==> config.mk <==
export PLATFORM = sky130hd
export DESIGN_NAME = cit_cycle_timer
export DESIGN_NICKNAME = d
export VERILOG_FILES = /design/src/cit_timing_pkg.sv /design/src/cit_cycle_timer.sv
export VERILOG_INCLUDE_DIRS = /design/src
export SDC_FILE = /design/constraint.sdc
export NUM_CORES = 1
export LEC_CHECK = 0
export ABC_CLOCK_PERIOD_IN_PS = 13300
export BUFFER_PORTS_ARGS = -buffer_cell sky130_fd_sc_hd__buf_2
export CAP_MARGIN = 30
export CORE_UTILIZATION = 55
export DETAILED_ROUTE_END_ITERATION = 8
export PLACE_DENSITY = 0.82
export SYNTH_ARGS = -nofsm -noshare
export SYNTH_HDL_FRONTEND = slang
export SYNTH_SLANG_ARGS = --single-unit
export TNS_END_PERCENT = 20
==> constraint.sdc <==
create_clock -name clk -period 13.3 [get_ports clk]
set_input_delay 1.995 -clock clk [delete_from_list [all_inputs] [get_ports clk]]
set_output_delay 1.995 -clock clk [all_outputs]
set_load 0.1 [all_outputs]
==> src/cit_timing_regs.svh <==
// cit_timing_regs.svh: cycle and bus-cycle figures of the instruction timer
// assumes: included by cit_timing_pkg and cit_cycle_timer, all values 12 bits wide
`ifndef CIT_TIMING_REGS_SVH
`define CIT_TIMING_REGS_SVH

// ****************************************
// widths
// ****************************************
`define CIT_CNT_W           12
`define CIT_ZERO            12'h000

// ****************************************
// per-register scale of multi-register moves
// ****************************************
`define CIT_CLK_PER_WORD    12'h004
`define CIT_CLK_PER_LONG    12'h008
`define CIT_BUS_PER_WORD    12'h001
`define CIT_BUS_PER_LONG    12'h002

// ****************************************
// multi-register move bases: clocks and reads
// ****************************************
`define CIT_MRM_LOAD_CLK    12'h00c
`define CIT_MRM_LOAD_RD     12'h003
`define CIT_MRM_STORE_CLK   12'h008
`define CIT_MRM_STORE_RD    12'h002

// ****************************************
// jumps and address forms, register-indirect and indexed
// ****************************************
`define CIT_JMP_IND_CLK     12'h008
`define CIT_JMP_IND_RD      12'h002
`define CIT_JMP_IDX_CLK     12'h00e
`define CIT_JMP_IDX_RD      12'h003
`define CIT_CALL_IND_CLK    12'h010
`define CIT_CALL_IDX_CLK    12'h016
`define CIT_CALL_RD         12'h002
`define CIT_CALL_WR         12'h002
`define CIT_LEA_IND_CLK     12'h004
`define CIT_LEA_IND_RD      12'h001
`define CIT_LEA_IDX_CLK     12'h00c
`define CIT_LEA_IDX_RD      12'h002
`define CIT_PEA_IND_CLK     12'h00c
`define CIT_PEA_IND_RD      12'h001
`define CIT_PEA_IDX_CLK     12'h014
`define CIT_PEA_IDX_RD      12'h002
`define CIT_PEA_WR          12'h002

// ****************************************
// multiprecision
// ****************************************
`define CIT_XARITH_REG_CLK  12'h004
`define CIT_XARITH_REGL_CLK 12'h008
`define CIT_XARITH_MEM_CLK  12'h012
`define CIT_XARITH_MEML_CLK 12'h01e
`define CIT_DEC_REG_CLK     12'h006
`define CIT_DEC_MEM_CLK     12'h012
`define CIT_MP_REG_RD       12'h001
`define CIT_MP_MEM_RD       12'h003
`define CIT_MP_MEM_WR       12'h001
`define CIT_MP_MEML_RD      12'h005
`define CIT_MP_MEML_WR      12'h002

// ****************************************
// miscellaneous and exceptions
// ****************************************
`define CIT_EXT_RESET_CLK   12'h084
`define CIT_EXT_RESET_RD    12'h001
`define CIT_CHK_PASS_CLK    12'h00a
`define CIT_CHK_PASS_RD     12'h001
`define CIT_CHK_TRAP_CLK    12'h028
`define CIT_DIVZ_CLK        12'h026
`define CIT_EXC_RD          12'h004
`define CIT_EXC_WR          12'h003
`define CIT_BUSERR_CLK      12'h032
`define CIT_BUSERR_WR       12'h007
`define CIT_IRQ_CLK         12'h02c
`define CIT_IRQ_RD          12'h005
`define CIT_TRAP34_CLK      12'h022
`define CIT_OVF_RD          12'h005
`define CIT_RST_SEQ_CLK     12'h028
`define CIT_RST_SEQ_RD      12'h006

`endif
==> src/cit_timing_pkg.sv <==
// cit_timing_pkg.sv: operation codes, states and the state record of the timer
// assumes: nothing beyond the constants header
package cit_timing_pkg;
	`include "cit_timing_regs.svh"

	// ****************************************
	// operations that can be timed
	// ****************************************
	typedef enum logic [4:0] {
		CIT_OP_MRM_LOAD_W,
		CIT_OP_MRM_LOAD_L,
		CIT_OP_MRM_STORE_W,
		CIT_OP_MRM_STORE_L,
		CIT_OP_JUMP_IND,
		CIT_OP_JUMP_IDX,
		CIT_OP_CALL_IND,
		CIT_OP_CALL_IDX,
		CIT_OP_LEA_IND,
		CIT_OP_LEA_IDX,
		CIT_OP_PEA_IND,
		CIT_OP_PEA_IDX,
		CIT_OP_XARITH_REG,
		CIT_OP_XARITH_REG_L,
		CIT_OP_XARITH_MEM,
		CIT_OP_XARITH_MEM_L,
		CIT_OP_DEC_REG,
		CIT_OP_DEC_MEM,
		CIT_OP_EXT_RESET,
		CIT_OP_CHK_PASS,
		CIT_OP_CHK_TRAP,
		CIT_OP_DIV_ZERO,
		CIT_OP_ADDR_ERR,
		CIT_OP_BUS_ERR,
		CIT_OP_INTERRUPT,
		CIT_OP_ILLEGAL,
		CIT_OP_PRIV_VIOL,
		CIT_OP_TRACE,
		CIT_OP_SW_TRAP,
		CIT_OP_OVF_TRAP
	} cit_op_t;

	typedef enum logic [1:0] {
		CIT_ST_WAIT_HALT,
		CIT_ST_IDLE,
		CIT_ST_RUN
	} cit_state_t;

	// whole state of the timer, one record
	typedef struct packed {
		cit_state_t            st;
		logic                  busy;
		logic                  done;
		logic                  ready;
		logic [`CIT_CNT_W-1:0] remain;
		logic [`CIT_CNT_W-1:0] total;
		logic [`CIT_CNT_W-1:0] rd;
		logic [`CIT_CNT_W-1:0] wr;
	} cit_regs_t;
endpackage

==> src/cit_cycle_timer.sv <==
// cit_cycle_timer.sv: instruction cycle-count sequencer of the processor core
// assumes: inputs synchronous to clk; start only honoured while ready is high
`timescale 1ns/1ns
`include "cit_timing_regs.svh"

// Contract
// - each cost is total clocks plus bus read and write counts, fetches included
// - ops marked as needing it add effective-address clocks, reads and writes
// - indexed modes cost the same for word or long index register
// - multi-register move count n is registers moved; totals scale linearly
// - word multi-register load from memory: 12+4n clocks, 3+n reads, 0 writes
// - long multi-register load, register indirect: 12+8n clocks, 3+2n reads
// - multi-register store: 8+4n, 2 reads, n writes; long 8+8n, 2n writes
// - multiprecision cost covers operand fetches, operation, store and prefetch
// - extended add/subtract: 4 (1/0) reg, 18 (3/1) mem, 30 (5/2) long mem
// - decimal add/subtract: 6 (1/0) register, 18 (3/1) memory to memory
// - external-reset instruction: 132 clocks, one read, no writes
// - bounds trap 40, divide by zero 38, (4/3)+EA; no trap 10+EA
// - exceptions include stacking, vector and first fetch; address/bus error 50 (4/7)
// - interrupt exception 44 clocks, 5 reads, 3 writes, four-clock acknowledge
// - after reset and halt negated: 40 clocks, 6 reads, then execution
// - illegal instruction exception: 34 clocks, 4 reads, 3 writes
// - privilege, trace, software trap 34 (4/3); overflow trap 34 (5/3)
module cit_cycle_timer
	import cit_timing_pkg::*;
#(
	parameter int N_W  = 5,
	parameter int EA_W = 8,
	parameter int WS_W = 4
) (
	input  wire logic                  clk,
	input  wire logic                  rst_b,
	input  wire logic                  halt_b,
	input  wire logic                  start,
	input  wire cit_op_t               op,
	input  wire logic [N_W-1:0]        reg_count,
	input  wire logic [EA_W-1:0]       ea_clocks,
	input  wire logic [3:0]            ea_reads,
	input  wire logic [3:0]            ea_writes,
	input  wire logic [WS_W-1:0]       wait_states,
	output logic                       ready,
	output logic                       busy,
	output logic                       done,
	output logic [`CIT_CNT_W-1:0]      total_clocks,
	output logic [`CIT_CNT_W-1:0]      read_cycles,
	output logic [`CIT_CNT_W-1:0]      write_cycles
);
	localparam int CW = `CIT_CNT_W;

	// ****************************************
	// state record
	// ****************************************
	cit_regs_t q_r;
	cit_regs_t q_nxt;

	localparam cit_regs_t RESET_Q = '{st: CIT_ST_WAIT_HALT, busy: 1'b0, done: 1'b0,
		ready: 1'b0, remain: `CIT_ZERO, total: `CIT_ZERO, rd: `CIT_ZERO, wr: `CIT_ZERO};

	logic          accept;
	logic [CW-1:0] base_clk;
	logic [CW-1:0] base_rd;
	logic [CW-1:0] base_wr;
	logic [CW-1:0] clk_per_n;
	logic [CW-1:0] bus_per_n;
	logic          n_is_rd;
	logic          add_ea;
	logic [CW-1:0] n_ext;
	logic [CW-1:0] sum_rd;
	logic [CW-1:0] sum_wr;
	logic [CW-1:0] sum_clk;

	assign accept = start && q_r.ready;
	assign n_ext  = CW'(reg_count);

	// ****************************************
	// base cost table
	// ****************************************
	// every figure holds the opcode fetch and operand traffic, except the address part that add_ea adds later
	always_comb begin
		base_clk  = `CIT_ZERO;
		base_rd   = `CIT_ZERO;
		base_wr   = `CIT_ZERO;
		clk_per_n = `CIT_ZERO;
		bus_per_n = `CIT_ZERO;
		n_is_rd   = 1'b1;
		add_ea    = 1'b0;
		unique case (op)
			CIT_OP_MRM_LOAD_W: begin
				base_clk  = `CIT_MRM_LOAD_CLK;
				base_rd   = `CIT_MRM_LOAD_RD;
				clk_per_n = `CIT_CLK_PER_WORD;
				bus_per_n = `CIT_BUS_PER_WORD;
			end
			CIT_OP_MRM_LOAD_L: begin
				base_clk  = `CIT_MRM_LOAD_CLK;
				base_rd   = `CIT_MRM_LOAD_RD;
				clk_per_n = `CIT_CLK_PER_LONG;
				bus_per_n = `CIT_BUS_PER_LONG;
			end
			CIT_OP_MRM_STORE_W, CIT_OP_MRM_STORE_L: begin
				base_clk  = `CIT_MRM_STORE_CLK;
				base_rd   = `CIT_MRM_STORE_RD;
				n_is_rd   = 1'b0;
				clk_per_n = (op == CIT_OP_MRM_STORE_W) ? `CIT_CLK_PER_WORD : `CIT_CLK_PER_LONG;
				bus_per_n = (op == CIT_OP_MRM_STORE_W) ? `CIT_BUS_PER_WORD : `CIT_BUS_PER_LONG;
			end
			// one code per indexed form: index width never changes the cost
			CIT_OP_JUMP_IND: begin
				base_clk = `CIT_JMP_IND_CLK;
				base_rd  = `CIT_JMP_IND_RD;
			end
			CIT_OP_JUMP_IDX: begin
				base_clk = `CIT_JMP_IDX_CLK;
				base_rd  = `CIT_JMP_IDX_RD;
			end
			CIT_OP_CALL_IND, CIT_OP_CALL_IDX: begin
				base_clk = (op == CIT_OP_CALL_IND) ? `CIT_CALL_IND_CLK : `CIT_CALL_IDX_CLK;
				base_rd  = `CIT_CALL_RD;
				base_wr  = `CIT_CALL_WR;
			end
			CIT_OP_LEA_IND: begin
				base_clk = `CIT_LEA_IND_CLK;
				base_rd  = `CIT_LEA_IND_RD;
			end
			CIT_OP_LEA_IDX: begin
				base_clk = `CIT_LEA_IDX_CLK;
				base_rd  = `CIT_LEA_IDX_RD;
			end
			CIT_OP_PEA_IND, CIT_OP_PEA_IDX: begin
				base_clk = (op == CIT_OP_PEA_IND) ? `CIT_PEA_IND_CLK : `CIT_PEA_IDX_CLK;
				base_rd  = (op == CIT_OP_PEA_IND) ? `CIT_PEA_IND_RD : `CIT_PEA_IDX_RD;
				base_wr  = `CIT_PEA_WR;
			end
			// both operands, the operation, the store and the prefetch
			CIT_OP_XARITH_REG: begin
				base_clk = `CIT_XARITH_REG_CLK;
				base_rd  = `CIT_MP_REG_RD;
			end
			CIT_OP_XARITH_REG_L: begin
				base_clk = `CIT_XARITH_REGL_CLK;
				base_rd  = `CIT_MP_REG_RD;
			end
			CIT_OP_XARITH_MEM: begin
				base_clk = `CIT_XARITH_MEM_CLK;
				base_rd  = `CIT_MP_MEM_RD;
				base_wr  = `CIT_MP_MEM_WR;
			end
			CIT_OP_XARITH_MEM_L: begin
				base_clk = `CIT_XARITH_MEML_CLK;
				base_rd  = `CIT_MP_MEML_RD;
				base_wr  = `CIT_MP_MEML_WR;
			end
			CIT_OP_DEC_REG: begin
				base_clk = `CIT_DEC_REG_CLK;
				base_rd  = `CIT_MP_REG_RD;
			end
			CIT_OP_DEC_MEM: begin
				base_clk = `CIT_DEC_MEM_CLK;
				base_rd  = `CIT_MP_MEM_RD;
				base_wr  = `CIT_MP_MEM_WR;
			end
			CIT_OP_EXT_RESET: begin
				base_clk = `CIT_EXT_RESET_CLK;
				base_rd  = `CIT_EXT_RESET_RD;
			end
			CIT_OP_CHK_PASS: begin
				base_clk = `CIT_CHK_PASS_CLK;
				base_rd  = `CIT_CHK_PASS_RD;
				add_ea   = 1'b1;
			end
			CIT_OP_CHK_TRAP, CIT_OP_DIV_ZERO: begin
				base_clk = (op == CIT_OP_CHK_TRAP) ? `CIT_CHK_TRAP_CLK : `CIT_DIVZ_CLK;
				base_rd  = `CIT_EXC_RD;
				base_wr  = `CIT_EXC_WR;
				add_ea   = 1'b1;
			end
			// exception figures run through stacking, vector and first fetch
			CIT_OP_ADDR_ERR, CIT_OP_BUS_ERR: begin
				base_clk = `CIT_BUSERR_CLK;
				base_rd  = `CIT_EXC_RD;
				base_wr  = `CIT_BUSERR_WR;
			end
			CIT_OP_INTERRUPT: begin
				// acknowledge taken as one plain bus read of four clocks
				base_clk = `CIT_IRQ_CLK;
				base_rd  = `CIT_IRQ_RD;
				base_wr  = `CIT_EXC_WR;
			end
			CIT_OP_ILLEGAL, CIT_OP_PRIV_VIOL, CIT_OP_TRACE, CIT_OP_SW_TRAP: begin
				base_clk = `CIT_TRAP34_CLK;
				base_rd  = `CIT_EXC_RD;
				base_wr  = `CIT_EXC_WR;
			end
			CIT_OP_OVF_TRAP: begin
				base_clk = `CIT_TRAP34_CLK;
				base_rd  = `CIT_OVF_RD;
				base_wr  = `CIT_EXC_WR;
			end
			default: begin
				base_clk = `CIT_ZERO; // undefined codes cost nothing and still finish
			end
		endcase
	end

	// ****************************************
	// totals: base, n scaling, address part, wait states
	// ****************************************
	// n only scales; no fixed part depends on it
	always_comb begin
		sum_rd  = base_rd + (n_is_rd ? CW'(bus_per_n * n_ext) : `CIT_ZERO);
		sum_wr  = base_wr + (n_is_rd ? `CIT_ZERO : CW'(bus_per_n * n_ext));
		sum_clk = base_clk + CW'(clk_per_n * n_ext);
		if (add_ea) begin
			sum_rd  = sum_rd + CW'(ea_reads);
			sum_wr  = sum_wr + CW'(ea_writes);
			sum_clk = sum_clk + CW'(ea_clocks);
		end
		// figures assume four-clock bus cycles; waits stretch every one
		sum_clk = sum_clk + CW'(CW'(wait_states) * (sum_rd + sum_wr));
	end

	// ****************************************
	// sequencer
	// ****************************************
	// a zero-cost code still runs one cycle so done always pulses
	always_comb begin
		q_nxt      = q_r;
		q_nxt.done = 1'b0;
		unique case (q_r.st)
			CIT_ST_WAIT_HALT: begin
				if (halt_b) begin
					q_nxt.st     = CIT_ST_RUN;
					q_nxt.busy   = 1'b1;
					q_nxt.rd     = `CIT_RST_SEQ_RD;
					q_nxt.wr     = `CIT_ZERO;
					q_nxt.total  = `CIT_RST_SEQ_CLK + CW'(CW'(wait_states) * `CIT_RST_SEQ_RD);
					q_nxt.remain = q_nxt.total;
				end
			end
			CIT_ST_IDLE: begin
				if (accept) begin
					q_nxt.st     = CIT_ST_RUN;
					q_nxt.busy   = 1'b1;
					q_nxt.ready  = 1'b0;
					q_nxt.rd     = sum_rd;
					q_nxt.wr     = sum_wr;
					q_nxt.total  = sum_clk;
					q_nxt.remain = (sum_clk == `CIT_ZERO) ? 12'h001 : sum_clk;
				end
			end
			CIT_ST_RUN: begin
				q_nxt.remain = q_r.remain - 12'h001;
				if (q_r.remain == 12'h001) begin
					q_nxt.st    = CIT_ST_IDLE;
					q_nxt.busy  = 1'b0;
					q_nxt.done  = 1'b1;
					q_nxt.ready = 1'b1;
				end
			end
			default: begin
				q_nxt = RESET_Q;
			end
		endcase
	end

	// synchronous reset; the reset sequence starts only after release
	always_ff @(posedge clk) begin
		if (!rst_b) begin
			q_r <= RESET_Q;
		end else begin
			q_r <= q_nxt;
		end
	end

	assign ready        = q_r.ready;
	assign busy         = q_r.busy;
	assign done         = q_r.done;
	assign total_clocks = q_r.total;
	assign read_cycles  = q_r.rd;
	assign write_cycles = q_r.wr;
endmodule

==> impl_metrics.xml <==
<?xml version="1.0" encoding="UTF-8"?>
<metrics>
  <group name="run_status">
    <metric name="outcome" unit="">finished, violations left</metric>
    <metric name="failed_checks" unit="">DRC</metric>
  </group>
  <group name="global_routing">
    <metric name="sum_of_overflow_across_all_layers_after_global_routing" unit="">0</metric>
    <metric name="grt_max_degree" unit="">34</metric>
    <metric name="antenna_violations_before_repair" unit="">0</metric>
    <metric name="grt_first_pass_wirelength" unit="microns">26800</metric>
    <metric name="number_of_global_route_vias_before_repair" unit="">5765</metric>
    <metric name="global_route.usage.total" unit="%">26.1</metric>
  </group>
  <group name="critical_path">
    <metric name="critPathLaunchType" unit="">input pin</metric>
    <metric name="maximum_fanout_encountered_on_the_critical_timing_path" unit="">22</metric>
    <metric name="timing_worst_setup_path_type" unit="">in2reg</metric>
    <metric name="cpMostUsedCell" unit="">ha_1</metric>
    <metric name="r2r_slack" unit="ns">10.80</metric>
    <metric name="r2r.worst_path.cells" unit="">6</metric>
    <metric name="data_arrival_time_of_the_critical_path" unit="ns">10.33</metric>
    <metric name="timing.critical_path.required" unit="ns">13.48</metric>
    <metric name="critPathMaxStageDelay" unit="ns">0.54</metric>
    <metric name="timing.critical_path.slowest_stage_cell" unit="">fa_1</metric>
    <metric name="crit_path_end_kind" unit="">register</metric>
  </group>
  <group name="cts">
    <metric name="cts_setup_buffers" unit="">0</metric>
    <metric name="worst_skew_pair.late_latency" unit="ns">0.29</metric>
    <metric name="post_cts_resized" unit="">0</metric>
    <metric name="cts_made_buffers" unit="">5</metric>
    <metric name="cts.hold.buffers_added" unit="">0</metric>
    <metric name="cts_max_level" unit="">2</metric>
    <metric name="clk_pin_slew" unit="ns">0.06</metric>
    <metric name="clk_root_buffer_cell" unit="">clkbuf_16</metric>
    <metric name="cts.sink_count" unit="">46</metric>
    <metric name="clock_tree_from_tritoncts" unit="">done</metric>
    <metric name="clk_path_buf_depth" unit="">2</metric>
  </group>
  <group name="routing">
    <metric name="ant_nets" unit="">0</metric>
    <metric name="initialDrtViolationCount" unit="">569</metric>
    <metric name="route.detailed.vias_per_inst" unit="">5.88</metric>
    <metric name="detail_route.drc_violations" unit="">3</metric>
    <metric name="wirelength" unit="microns">15900</metric>
    <metric name="dr_total_vias" unit="">5960</metric>
    <metric name="detailedRoute.firstPassIterationCount" unit="">9</metric>
    <metric name="drt-wirelength-per-cell" unit="microns">15.7</metric>
  </group>
  <group name="logic_synthesis">
    <metric name="synthesis.area_per_instance" unit="sq um">7.81</metric>
    <metric name="postSynthCellCount" unit="">855</metric>
    <metric name="synthesis.yosys.warnings" unit="">0</metric>
    <metric name="ys_dominant_reg_cell" unit="">dfxtp_1</metric>
    <metric name="synth_top_area_share" unit="%">13.8</metric>
    <metric name="synth_commonest_cells" unit="">inv_1, ha_1, nor2_1</metric>
    <metric name="synth_top_cell_by_area" unit="">dfxtp_1</metric>
    <metric name="synth_area" unit="sq um">6680</metric>
    <metric name="synth_edf_count" unit="">0</metric>
    <metric name="synth_cell_types" unit="">76</metric>
    <metric name="yosys-top-cells-area" unit="">dfxtp_1, ha_1, fa_1</metric>
    <metric name="post-synth-top-count-cell" unit="">inv_1</metric>
    <metric name="synth-seq-cells" unit="">46</metric>
    <metric name="synth_seq_area_share" unit="%">13.8</metric>
    <metric name="synth-async-reset-ratio" unit="%">0</metric>
  </group>
  <group name="timing">
    <metric name="final_slew_violations" unit="">0</metric>
    <metric name="fin_skew" unit="ns">0.00424</metric>
    <metric name="finalCritPeriodShare" unit="%">76.3</metric>
    <metric name="setup_ws" unit="ns">3.15</metric>
    <metric name="timing.final.crit_period" unit="ns">10.15</metric>
    <metric name="fin_setup_tns" unit="ns">0</metric>
    <metric name="setup_viol" unit="">0</metric>
    <metric name="timing.final.hold_violations" unit="">0</metric>
    <metric name="fmax" unit="GHz">0.0985</metric>
    <metric name="timing.max_slew.rel_slack" unit="%">33.9</metric>
    <metric name="worstMarginPinSlew" unit="ns">0.989</metric>
    <metric name="rsz0062_at_grt" unit="">no</metric>
  </group>
  <group name="placed_design">
    <metric name="placer_s_final_routability_congestion_estimate" unit="">0.890</metric>
    <metric name="setup_ws_pre_cts" unit="ns">2.87</metric>
    <metric name="numPortBuffers" unit="">66</metric>
    <metric name="detailedPlacementHpwl" unit="microns">12800</metric>
  </group>
  <group name="run">
    <metric name="timing.max_cap.violations" unit="">0</metric>
  </group>
  <group name="cells_and_area">
    <metric name="area.growth.synth_to_final" unit="%">4.66</metric>
    <metric name="drive_above_1_share" unit="%">12.1</metric>
    <metric name="finish.net_count" unit="">1013</metric>
    <metric name="num_antenna_cells" unit="">0</metric>
  </group>
  <group name="die">
    <metric name="top_level_ports" unit="">73</metric>
    <metric name="die_footprint" unit="sq um">12600</metric>
    <metric name="die_h" unit="microns">112</metric>
    <metric name="dieWidth" unit="microns">112</metric>
    <metric name="initial_core_util" unit="%">57.5</metric>
    <metric name="floorplan.rows" unit="">39</metric>
    <metric name="floorplan.core_area" unit="sq um">11600</metric>
  </group>
  <group name="worst_hold_path">
    <metric name="hold_depth" unit="">2</metric>
    <metric name="worstHoldPathType" unit="">reg2reg</metric>
  </group>
  <group name="power">
    <metric name="power_per_cell_area" unit="nW/um^2">100</metric>
    <metric name="p_leak" unit="nW">3.36</metric>
    <metric name="sum_of_internal_switching_and_leakage_power" unit="W">0.000702</metric>
    <metric name="ir_worst_vdd" unit="mV">0.0817</metric>
  </group>
</metrics>
-- metal layers --
layer  global-route usage (%)  part of all wire, %  up-vias
li1                         -                    -     2921
met1                     33.2                   45     2780
met2                     44.6                   47      217
met3                     4.64                  5.2       42
met4                     8.89                  2.8        0
met5                        0                    0        -
-- where the power goes --
part           switching, W  internal [W]  leakage (nW)
logic              0.000258      0.000162          2.92
clock network     0.0000510     0.0000745        0.0739
registers        0.00000990      0.000147         0.374
total              0.000319      0.000383          3.36
-- registers in the layout, indices dropped and copies added (netlist names) --
signal / cells
done: 1
read_cycles: 9
ready: 1
total_clocks: 12
write_cycles: 9
q_r: 14
-- cell type report --
type                       instances  area [sq um]
multi-input combinational        652          5030
fill                            1078          4620
sequential                        46           921
timing repair buffer              69           360
inverter                          95           357
tap                              143           179
clock buffer                       7           143
clock inverter                     1          5.00
-- cell families (layout without fill, tap and decap cells) --
kind of cell | count (synthesis) | count (layout) | synth area share (%)
and+or+nand+nor | 255 | 255 | 19.4
AOI/OAI and AO/OA | 210 | 210 | 20.7
buffers and inverters | 164 | 172 | 11.4
adders and majority gates | 111 | 111 | 25.0
xor gates and xnor gates | 51 | 51 | 6.89
DFF | 46 | 46 | 13.8
muxes | 17 | 17 | 2.68
other | 1 | 8 | 0.0561
-- metrics by stage --
step	instance area, sq um	util, %	cells	hold slack, ns
6_report	6990	60.2	1013	0.458
5_1_grt	6990	60.2	1013	0.477
4_1_cts	6990	60.2	1013	0.456
3_5_place_dp	6840	58.9	1005	0.448
3_3_place_gp	6830	58.8	1004	0.442
2_1_floorplan	6710	-	862	0.437
-- path summary, 6_finish.rpt --
| kind | to | from |
|---|---|---|
| min | total_clocks[9] | total_clocks[9] |
| max reg2reg | q_r[47] | q_r[52] |
| max | total_clocks[11] | op[3] |
| min reg2reg | total_clocks[9] | total_clocks[9] |
-- worst max-delay path, delay by kind of cell --
| kind | cells | cell delay (ns) |
|---|---|---|
| adder cells (fa/ha/maj) | 9 | 3.55 |
| AO/OA/AOI/OAI | 9 | 1.83 |
| AND/OR/NAND/NOR | 8 | 1.53 |
| XOR/XNOR | 4 | 1.04 |
| buffers and inverters | 4 | 0.39 |
-- cells in the final DEF (no fill, tap or decap), types with 10 or more instances in the layout --
master	Yosys	final
xor2_1	13	13
nand2_1	65	65
and2_1	33	33
nor2_1	67	67
inv_1	95	95
nand3_1	17	17
buf_2	3	66
mux2i_1	10	10
a22oi_1	11	11
a21oi_1	61	61
o21ai_0	38	38
xnor2_1	37	37
fa_1	38	38
nor2b_1	15	15
ha_1	72	72
nor3_1	15	15
a211oi_1	10	10
dfxtp_1	46	46
a21o_1	19	19
No activity file was read; power rests on OpenSTA's default activity.
